<file path="src/aomc_pkg.sv">
// Package for the accelerometer operating-mode controller.
// Assumes a single 100 MHz core clock and a host write bus with no read path.
package aomc_pkg;
  typedef enum logic [1:0] {
    AOMC_MODE_OFF,
    AOMC_MODE_STANDBY,
    AOMC_MODE_WAKE,
    AOMC_MODE_SLEEP
  } aomc_mode_t;

  // Status field codes reported to the host
  localparam logic [1:0] AOMC_SYS_STANDBY = 2'h0;
  localparam logic [1:0] AOMC_SYS_WAKE    = 2'h1;
  localparam logic [1:0] AOMC_SYS_SLEEP   = 2'h2;

  // Full-scale range selection codes
  localparam logic [1:0] AOMC_FS_2G = 2'h0;
  localparam logic [1:0] AOMC_FS_4G = 2'h1;
  localparam logic [1:0] AOMC_FS_8G = 2'h2;

  // Shift applied to a 2 g scaled raw value: 256, 128, 64 counts per g
  localparam logic [1:0] AOMC_SHIFT_2G = 2'h0;
  localparam logic [1:0] AOMC_SHIFT_4G = 2'h1;
  localparam logic [1:0] AOMC_SHIFT_8G = 2'h2;

  localparam int          AOMC_DATA_W      = 10;
  localparam int          AOMC_SUBSET_W    = 8;
  localparam logic [7:0]  AOMC_OUT_BASE    = 8'h00;
  localparam logic [7:0]  AOMC_SUBSET_RST  = 8'h00;
endpackage

</file>
<file path="src/aomc_mode_ctrl.sv">
// Operating-mode controller: off, standby, active wake and sleep.
// Assumes power-good, mode requests and the host bus all on core_clk;
// the supply detector drives supply_ok low below the core threshold.
module aomc_mode_ctrl #(
  parameter int W     = aomc_pkg::AOMC_DATA_W,
  parameter int SUB_W = aomc_pkg::AOMC_SUBSET_W
) (
  input  wire logic              core_clk,
  input  wire logic              nrst,
  input  wire logic              supply_ok,
  input  wire logic              active_req,
  input  wire logic              sleep_req,
  input  wire logic              wake_req,
  input  wire logic              bus_req,
  input  wire logic              bus_we,
  input  wire logic [SUB_W-1:0]  bus_wdata,
  input  wire logic              self_test,
  input  wire logic [1:0]        range_sel,
  input  wire logic              sample_stb,
  input  wire logic signed [W+1:0] raw_x,
  input  wire logic signed [W+1:0] raw_y,
  input  wire logic signed [W+1:0] raw_z,
  input  wire logic signed [W+1:0] stim_x,
  input  wire logic signed [W+1:0] stim_y,
  input  wire logic signed [W+1:0] stim_z,
  output logic                   bus_ack,
  output logic                   analog_en,
  output logic                   sample_clk_en,
  output logic                   digital_en,
  output logic [1:0]             system_mode_field,
  output logic [SUB_W-1:0]       cfg_q,
  output logic [SUB_W-1:0]       subset_q,
  output logic [7:0]             out_base,
  output logic signed [W-1:0]    out_x,
  output logic signed [W-1:0]    out_y,
  output logic signed [W-1:0]    out_z
);
  aomc_pkg::aomc_mode_t mode_q;
  aomc_pkg::aomc_mode_t mode_d;
  logic                 is_active;
  logic                 powered;
  logic                 go_active;

  // One decode for both active sub-states keeps enables and sample gating in step
  function automatic logic act_mode(input aomc_pkg::aomc_mode_t m);
    act_mode = (m == aomc_pkg::AOMC_MODE_WAKE) || (m == aomc_pkg::AOMC_MODE_SLEEP);
  endfunction

  assign is_active = act_mode(mode_q);
  assign powered   = (mode_q != aomc_pkg::AOMC_MODE_OFF);
  assign go_active = (mode_q == aomc_pkg::AOMC_MODE_STANDBY) && (mode_d == aomc_pkg::AOMC_MODE_WAKE);

  // Active is entered in wake; sleep is only reachable from wake
  always_comb begin
    mode_d = mode_q;
    case (mode_q)
      aomc_pkg::AOMC_MODE_OFF: begin
        if (supply_ok) mode_d = aomc_pkg::AOMC_MODE_STANDBY;
      end
      aomc_pkg::AOMC_MODE_STANDBY: begin
        if (active_req) mode_d = aomc_pkg::AOMC_MODE_WAKE;
      end
      aomc_pkg::AOMC_MODE_WAKE: begin
        if (!active_req) mode_d = aomc_pkg::AOMC_MODE_STANDBY;
        else if (sleep_req) mode_d = aomc_pkg::AOMC_MODE_SLEEP;
      end
      aomc_pkg::AOMC_MODE_SLEEP: begin
        if (!active_req) mode_d = aomc_pkg::AOMC_MODE_STANDBY;
        else if (wake_req) mode_d = aomc_pkg::AOMC_MODE_WAKE;
      end
      default: mode_d = aomc_pkg::AOMC_MODE_OFF;
    endcase
    // Supply loss overrides everything
    if (!supply_ok) mode_d = aomc_pkg::AOMC_MODE_OFF;
  end

  always_ff @(posedge core_clk) begin
    if (!nrst) mode_q <= aomc_pkg::AOMC_MODE_OFF;
    else mode_q <= mode_d;
  end

  // Block enables follow the mode
  always_ff @(posedge core_clk) begin
    if (!nrst) begin
      analog_en     <= 1'b0;
      sample_clk_en <= 1'b0;
      digital_en    <= 1'b0;
    end else begin
      analog_en     <= act_mode(mode_d);
      sample_clk_en <= act_mode(mode_d);
      digital_en    <= (mode_d != aomc_pkg::AOMC_MODE_OFF);
    end
  end

  // Bus answered only while powered
  assign bus_ack = bus_req && powered;

  // Config writes are taken in any powered mode; the host writes in both
  // standby and active. Leaving active touches nothing here.
  always_ff @(posedge core_clk) begin
    if (!nrst) cfg_q <= '0;
    else if (bus_ack && bus_we) cfg_q <= bus_wdata;
  end

  // Subset resets on entry to active; a same-cycle write loses, since the
  // reset marks the start of sampling.
  always_ff @(posedge core_clk) begin
    if (!nrst) subset_q <= aomc_pkg::AOMC_SUBSET_RST;
    else if (go_active) subset_q <= aomc_pkg::AOMC_SUBSET_RST;
    else if (bus_ack && bus_we) subset_q <= bus_wdata;
  end

  // Status code readable whenever the bus answers
  always_ff @(posedge core_clk) begin
    if (!nrst) system_mode_field <= aomc_pkg::AOMC_SYS_STANDBY;
    else if (mode_d == aomc_pkg::AOMC_MODE_WAKE) system_mode_field <= aomc_pkg::AOMC_SYS_WAKE;
    else if (mode_d == aomc_pkg::AOMC_MODE_SLEEP) system_mode_field <= aomc_pkg::AOMC_SYS_SLEEP;
    else system_mode_field <= aomc_pkg::AOMC_SYS_STANDBY;
  end

  assign out_base = aomc_pkg::AOMC_OUT_BASE;

  logic stb_act;
  assign stb_act = sample_stb && is_active;

  aomc_scaler #(.W(W)) u_sx (
    .core_clk(core_clk), .nrst(nrst), .sample_stb(stb_act), .self_test(self_test),
    .range_sel(range_sel), .raw_in(raw_x), .stim_in(stim_x), .out_q(out_x)
  );
  aomc_scaler #(.W(W)) u_sy (
    .core_clk(core_clk), .nrst(nrst), .sample_stb(stb_act), .self_test(self_test),
    .range_sel(range_sel), .raw_in(raw_y), .stim_in(stim_y), .out_q(out_y)
  );
  aomc_scaler #(.W(W)) u_sz (
    .core_clk(core_clk), .nrst(nrst), .sample_stb(stb_act), .self_test(self_test),
    .range_sel(range_sel), .raw_in(raw_z), .stim_in(stim_z), .out_q(out_z)
  );
endmodule

</file>
<file path="src/aomc_scaler.sv">
// One-axis output scaler: raw plus self-test stimulus, scaled by range.
// Assumes raw and stimulus arrive at 256 counts per g on the core clock.
module aomc_scaler #(
  parameter int W = aomc_pkg::AOMC_DATA_W
) (
  input  wire logic              core_clk,
  input  wire logic              nrst,
  input  wire logic              sample_stb,
  input  wire logic              self_test,
  input  wire logic [1:0]        range_sel,
  input  wire logic signed [W+1:0] raw_in,
  input  wire logic signed [W+1:0] stim_in,
  output logic signed [W-1:0]    out_q
);
  function automatic logic [1:0] range_shift(input logic [1:0] r);
    if (r == aomc_pkg::AOMC_FS_4G) range_shift = aomc_pkg::AOMC_SHIFT_4G;
    else if (r == aomc_pkg::AOMC_FS_8G) range_shift = aomc_pkg::AOMC_SHIFT_8G;
    else range_shift = aomc_pkg::AOMC_SHIFT_2G;
  endfunction

  logic signed [W+2:0] sum_w;
  logic signed [W+2:0] scaled_w;

  // Stimulus adds to true acceleration before scaling
  assign sum_w    = self_test ? (W+3)'(raw_in + stim_in) : (W+3)'(raw_in);
  assign scaled_w = sum_w >>> range_shift(range_sel);

  // Saturate rather than wrap so a full-scale hit stays signed
  always_ff @(posedge core_clk) begin
    if (!nrst) begin
      out_q <= '0;
    end else if (sample_stb) begin
      if (scaled_w > (W+3)'((1 <<< (W-1)) - 1))
        out_q <= W'((1 <<< (W-1)) - 1);
      else if (scaled_w < -(W+3)'(1 <<< (W-1)))
        out_q <= W'(-(1 <<< (W-1)));
      else
        out_q <= W'(scaled_w);
    end
  end
endmodule
</file>
<file path="config.mk">
export PLATFORM = sky130hd
export DESIGN_NAME = aomc_mode_ctrl
export DESIGN_NICKNAME = d
export VERILOG_FILES = /design/src/aomc_pkg.sv /design/src/aomc_mode_ctrl.sv /design/src/aomc_scaler.sv
export SDC_FILE = /design/constraint.sdc
export NUM_CORES = 1
export LEC_CHECK = 0
export CORE_MARGIN = 5
export CORE_UTILIZATION = 45
export CTS_CLUSTER_DIAMETER = 120
export DETAILED_ROUTE_END_ITERATION = 8
export DONT_BUFFER_PORTS = 1
export PLACE_DENSITY = 0.66
export SLEW_MARGIN = 0
export SYNTH_ARGS = -nofsm -noshare
export SYNTH_HDL_FRONTEND = slang
export SYNTH_SLANG_ARGS = --single-unit
</file>
<file path="constraint.sdc">
create_clock -name core_clk -period 2.7 [get_ports core_clk]
set_clock_uncertainty 0.05 [all_clocks]
set_input_delay 0.54 -clock core_clk [delete_from_list [all_inputs] [get_ports core_clk]]
set_output_delay 0.54 -clock core_clk [all_outputs]
set_load 0.01 [all_outputs]
</file>
* Word-level counts from Yosys, hierarchy flattened
Index checks and enable logic that the tools add are counted.
W data, S select, Z words.
** Cells by class
- Shifts and indexed selects :: 3
- $mul :: 0
- Order comparisons :: 6
- Divide/modulo/power cells :: 0
- Reduce and logical (&&, ||, !) cells :: 11
- Mux-type cells :: 20
- Eq/ne operators :: 7
- Add/sub/neg operators :: 3
- Bitwise operators :: 1
** Operator list (number)
- $mux W10 :: 6
- $add A12 B12 Y13 :: 3
- $gt A13 B10 Y1 const B :: 3
- $lt A13 B10 Y1 const B :: 3
- $mux W13 :: 3
- $sshr A13 B2 Y13 :: 3
- $mux W2 :: 9
- $eq A2 B2 Y1 const B :: 5
- $pmux W2 S4 :: 1
- $eq A2 B1 Y1 const B :: 2
- $logic_and A1 B1 Y1 :: 4
- $reduce_bool A2 Y1 :: 2
- $reduce_or A2 Y1 :: 2
- $logic_not A2 Y1 :: 1
- $logic_or A1 B1 Y1 :: 2
- $mux W1 :: 1
- $not A1 Y1 :: 1
** Word-level totals
- Memories kept :: 0
- Memory bits (writable) :: 0
- Bits in read-only memories :: 0
- Output and inout bits :: 60
- Bits in latches :: 0
- Bits in registers :: 52

* Longest topological paths before layout
- Depth after elaboration :: 7
- Gate-level depth with buffers :: 12
- Mapped depth without buffers :: 11

* Cells and area by module
From an unflattened synthesis, not the netlist that was laid out.
** Unflattened totals
- Cells, all modules :: 668
- Area total of the unflattened synthesis :: 5296.3 um2
** By module, submodules not included
- aomc_scaler at u_sy ... :: seq. area each 200.2 um2, area each 1481.4 um2, cells an instance 192, times used 2
- aomc_scaler at u_sx :: seq. area each 200.2 um2, area each 1448.9 um2, cells an instance 192, times used 1
- aomc_mode_ctrl :: seq. area each 440.4 um2, area each 884.6 um2, cells an instance 92, times used 1

* Worst setup path after synthesis
OpenSTA, ideal clock, no wires.
- Kind :: input -> register
- From :: input raw_y[0]
- To :: register u_sy.out_q[0]
- Path slack :: -196 ps
- Path buffers :: 1
- Data arrival time :: 2727 ps
- Stages :: 12
- Data required time :: 2531 ps
- Cell sequence :: ha_1 inv_1 fa_1 nor2b_1 o31a_1 o311ai_4 a21o_1 a21oi_1 a211oi_1 a311o_1 buf_2 o221a_1
** On the way
- Word-level cells in the longest chain between the ends :: 6
- Elaborated cells on any way between the ends :: 7
** Ends and longest elaborated chain
- start: declaration :: line aomc_mode_ctrl.sv:21 : input wire logic signed [W+1:0] raw_y,
- $add A12 B12 Y13 :: line aomc_scaler.sv:25 : assign sum_w = self_test ? (W+3)'(raw_in + stim_in) : (W+3)'(raw_in);
- $mux W13 * :: line aomc_scaler.sv:25
- $sshr A13 B2 Y13 * :: line aomc_scaler.sv:26 : assign scaled_w = sum_w >>> range_shift(range_sel);
- $lt A13 B10 Y1 :: line aomc_scaler.sv:35 : else if (scaled_w < -(W+3)'(1 <<< (W-1)))
- $mux W10 :: line aomc_scaler.sv:35
- $mux W10 * :: line aomc_scaler.sv:33 : if (scaled_w > (W+3)'((1 <<< (W-1)) - 1))
- end signal: assignment :: line aomc_scaler.sv:34 : out_q <= W'((1 <<< (W-1)) - 1);
- end signal: assignment :: line aomc_scaler.sv:36 : out_q <= W'(-(1 <<< (W-1)));
- end signal: assignment :: line aomc_scaler.sv:38 : out_q <= W'(scaled_w);
- end: declaration :: line aomc_scaler.sv:13 : output logic signed [W-1:0] out_q
Mark *: on every way between the ends. The rest lies on a longest branch, timed or not.
A chain may end at the register's enable or synchronous reset.

* Worst setup path after layout
- From :: input raw_z[6]
- To :: register u_sz.out_q[6]
** On the way
- Word-level cells in the longest chain between the ends :: 6
- Elaborated cells on any way between the ends :: 7
** Ends and longest elaborated chain
- start: declaration :: line aomc_mode_ctrl.sv:22 : input wire logic signed [W+1:0] raw_z,
- $add A12 B12 Y13 :: line aomc_scaler.sv:25
- $mux W13 * :: line aomc_scaler.sv:25
- $sshr A13 B2 Y13 * :: line aomc_scaler.sv:26
- $lt A13 B10 Y1 :: line aomc_scaler.sv:35
- $mux W10 :: line aomc_scaler.sv:35
- $mux W10 * :: line aomc_scaler.sv:33
- end signal: assignment :: line aomc_scaler.sv:34
- end signal: assignment :: line aomc_scaler.sv:36
- end signal: assignment :: line aomc_scaler.sv:38
- end: declaration :: line aomc_scaler.sv:13
Marked as above.

==> impl_summary.log <==
[metrics] multiplexer area fraction after synthesis: 0.03937
[metrics] number of top-level design ports: 152
[metrics] xor-xnor portion of the synthesized cell area: 0.01794
[metrics] count of antenna diodes in the layout: 0
[metrics] critical path fanouts, max: 7
[metrics] count of input and output buffers: 0
[metrics] root buffer cell: sky130_fd_sc_hd__clkbuf_16
[metrics] global routing's busiest layer: met2
[metrics] sum of routed wire length over all layers: 15970 µm
[metrics] leakage power total: 2.529 nW
[metrics] met3 track utilization from global routing: 0.04511
[metrics] Residual DRC: 0
[metrics] kind of critical path: in -> reg
[metrics] worst hold path endpoint: u_sz.out_q[9]
[metrics] DP HPWL: 12820 µm
[metrics] number of buffers added by the clock tree synthesis step: 5
[metrics] via density per instance: 6.102
[metrics] Initial DRT Pass Iterations: 5
[metrics] final weighted congestion of routability-driven global placement: 0.8660
[metrics] class of the most critical hold timing path: in -> reg
[metrics] result of the run: finished, violations left
[metrics] area of the core region: 0.01186 mm²
[metrics] post-placement worst setup slack: -0.3059 ns
[metrics] number of nets with antenna violations after detailed routing: 0
[metrics] area added between synthesis and finish: 18.36%
[metrics] fillers: 1141
[metrics] total of flip-flops plus latches after synthesis: 52
[metrics] number of global-route vias before repair: 5103
[metrics] overall routing resource usage: 0.2090
[metrics] TNS Setup: -0.2550 ns
[metrics] data required time at the worst endpoint: 2.81 ns
[metrics] end of the worst register-to-register path: u_sz.out_q[8]
[metrics] largest net degree at the start of global routing: 67
[metrics] clock insertion delay at the later pin of the skew report: 0.28 ns
[metrics] commonest cells in the synthesized netlist: sky130_fd_sc_hd__nand2_1 (96), sky130_fd_sc_hd__dfxtp_1 (52), sky130_fd_sc_hd__o21ai_0 (49)
[metrics] initial cell density of the core: 0.4528
[metrics] H-tree Lvls: 2
[metrics] share of the synthesized area in compound gates (AO/OA/AOI/OAI): 0.3594
[metrics] fraction of synthesized cell area taken by the top area cell type: 0.1938
[metrics] leading cell type by number of instances after synthesis: sky130_fd_sc_hd__nand2_1
[metrics] area fraction in and, or, nand and nor cells after synthesis: 0.2381
[metrics] largest family of logic cells by synthesized area: compound AO/OA/AOI/OAI gates
[metrics] Yosys cell types: 82
[metrics] adder and majority gate portion of the synthesized area: 0.09504
[metrics] global routing usage on met2: 0.3285
[metrics] gate count after technology mapping: 708
[metrics] cell area after synthesis: 0.005371 mm²
[metrics] number of enable flip-flop cells after synthesis: 0
[metrics] worst endpoint data arrival time: 2.85 ns
[metrics] worst voltage drop across the vdd grid: 0.2625 mV
[metrics] flop-to-flop setup slack: 0.96 ns
[metrics] final critical-path required period: 2.740 ns
[metrics] Overflow after GRT: 0
[metrics] number of warnings reported in the yosys synthesis log: 0
[metrics] clock-pin slew reported for the worst setup and hold paths after clock tree synthesis: 0.06 ns
[metrics] number of antenna violations at the first check in global routing: 0
[metrics] design area: 0.006357 mm²
[metrics] kind of end point of the critical path: flop
[metrics] endpoints failing setup: 9
[metrics] slew at the pin closest to its max-slew limit: 0.5461 ns
[metrics] first-pass GRT wire length: 25290 µm
[metrics] Die Wd: 119.3 µm
[metrics] share of cells above drive strength 1: 0.2003
[metrics] post-placement cell area: 0.006042 mm²
[metrics] P per Cell Area: 392.1 mW/mm²
[metrics] Total Power Consumption: 2.493 mW
[metrics] worst path setup slack after routing: -0.04017 ns
[metrics] final period utilization: 1.015
[metrics] reg2reg start: mode_q[1]
[metrics] die outline area: 0.01422 mm²
[metrics] crit path launch type: primary input
[metrics] met1 Usage GRT: 0.2998
[metrics] Longest Clk Path Bufs: 2
[metrics] 1st-iter DRT viols: 386
[metrics] hold-critical path depth: 1
[metrics] number of sinks on the clock net: 52
[metrics] layout net count: 885
[metrics] Rows: 40
[metrics] Post-Synthesis Mean Instance Area: 7.587 µm²
[metrics] final count of hold timing violations: 0
[metrics] vias post-DR: 5498
[metrics] Max Clock Freq: 364.9 MHz
[metrics] Worst slew margin: 0.6265
[metrics] chip height: 119.3 µm
[metrics] routed wire length per instance: 17.73 µm
[metrics] failing checks: setup timing
[metrics] Top FF cell, synth: sky130_fd_sc_hd__dfxtp_1
[metrics] setup repair after global routing missed its margin: true
[metrics] proportion of synthesized chip area in sequential cells: 0.1938
[metrics] R2R depth: 6
[metrics] count of final max-slew check failures: 0
[metrics] clock tree from TritonCTS: built
[metrics] min-delay src: nrst
[metrics] tightest hold margin: 0.3406 ns
[metrics] top cells by area, synth: sky130_fd_sc_hd__dfxtp_1 (19%), sky130_fd_sc_hd__ha_1 (8.4%), sky130_fd_sc_hd__nand2_1 (6.7%)
[metrics] library cell occupying the most area in the post-synthesis netlist: sky130_fd_sc_hd__dfxtp_1
[metrics] number of max-capacitance violations reported: 0
[metrics] share of synthesized registers carrying an async set or reset: 0
==> logic make-up after synthesis <==
family / after synthesis
other: 1
flip-flops: 52
XOR/XNOR: 11
adder cells (fa/ha/maj): 39
AND/OR/NAND/NOR: 257
buffers and inverters: 66
multiplexers: 18
AO/OA/AOI/OAI: 264
==> what timing repair did <==
action,in CTS,in global routing
hold buffers,0,0
cloned,0,1
resized for setup,0,23
pin swaps,0,16
endpoints found under the hold margin,0,0
buffers inserted,0,6
setup endpoints to repair,1,25
==> registers in the layout, indices dropped and copies added, names as in the netlist <==
signal / count
u_sx.out_q: 10
u_sy.out_q: 10
cfg_q: 8
digital_en: 1
subset_q: 8
mode_q: 2
system_mode_field: 2
u_sz.out_q: 10
sample_clk_en: 1
==> worst max-delay path, cell delays in order <==
cell and delay, ns:
sky130_fd_sc_hd__ha_1 0.42, sky130_fd_sc_hd__o21ai_1 0.13, sky130_fd_sc_hd__a21oi_2 0.33, sky130_fd_sc_hd__a211o_1 0.18, sky130_fd_sc_hd__nand4_1 0.18, sky130_fd_sc_hd__a221oi_2 0.33
sky130_fd_sc_hd__o21ai_2 0.10, sky130_fd_sc_hd__a221oi_4 0.26, sky130_fd_sc_hd__buf_6 0.16, sky130_fd_sc_hd__clkbuf_16 0.13, sky130_fd_sc_hd__o211ai_1 0.08
==> cell usage in the layout, fill, tap and decap left out, types with 13 or more instances in the layout <==
cell type and count:
sky130_fd_sc_hd__dfxtp_1 52, sky130_fd_sc_hd__nor2_1 42, sky130_fd_sc_hd__inv_1 16, sky130_fd_sc_hd__nand2_1 96, sky130_fd_sc_hd__o21ai_0 47, sky130_fd_sc_hd__ha_1 29, sky130_fd_sc_hd__a211oi_1 13, sky130_fd_sc_hd__nor3_1 21
sky130_fd_sc_hd__a21oi_1 44, sky130_fd_sc_hd__o21a_1 13, sky130_fd_sc_hd__buf_4 74, sky130_fd_sc_hd__and2_1 13
==> metrics by stage <==
step | util | std cells
floorplan | - | 715
CTS | 0.5210 | 894
global placement | 0.5094 | 887
detailed placement | 0.5094 | 887
finish | 0.5360 | 901
global route | 0.5360 | 901
==> layer usage <==
layer / share of wire / vias up
met5: 0 / -
met4: 0.0085 / 0
met3: 0.075 / 17
met2: 0.44 / 192
met1: 0.48 / 2544
li1: - / 2745
==> report_power, final <==
group | switching (mW) | internal [mW] | total [mW] | leakage, nW
sequential | 0.0236 | 0.786 | 0.809 | 0.421
combinational | 0.567 | 0.526 | 1.09 | 2.04
clock | 0.253 | 0.336 | 0.590 | 0.0657
==> layout make-up <==
| class | count | area, µm² | area share |
|---|---|---|---|
| clock buffers | 5 | 125.1 | 0.01968 |
| clock inverters | 2 | 12.51 | 0.001968 |
| inverters | 19 | 71.32 | 0.01122 |
| multi-input cells | 597 | 4280 | 0.6733 |
| flip-flops and latches | 52 | 1041 | 0.1637 |
| well taps | 147 | 183.9 | 0.02893 |
| repair buffers | 79 | 643.1 | 0.1012 |
==> worst max path at each step <==
stage / from / end / cells past startpoint
6_report: raw_z[6] / u_sz.out_q[6] / 11
5_1_grt: raw_z[0] / u_sz.out_q[8] / 13
4_1_cts: raw_z[0] / u_sz.out_q[5] / 12
3_5_place_dp: raw_z[0] / u_sz.out_q[5] / 12
3_3_place_gp: raw_y[0] / u_sy.out_q[6] / 11
2_1_floorplan: raw_y[0] / u_sy.out_q[6] / 11
No activity file was read; power rests on OpenSTA's default activity.
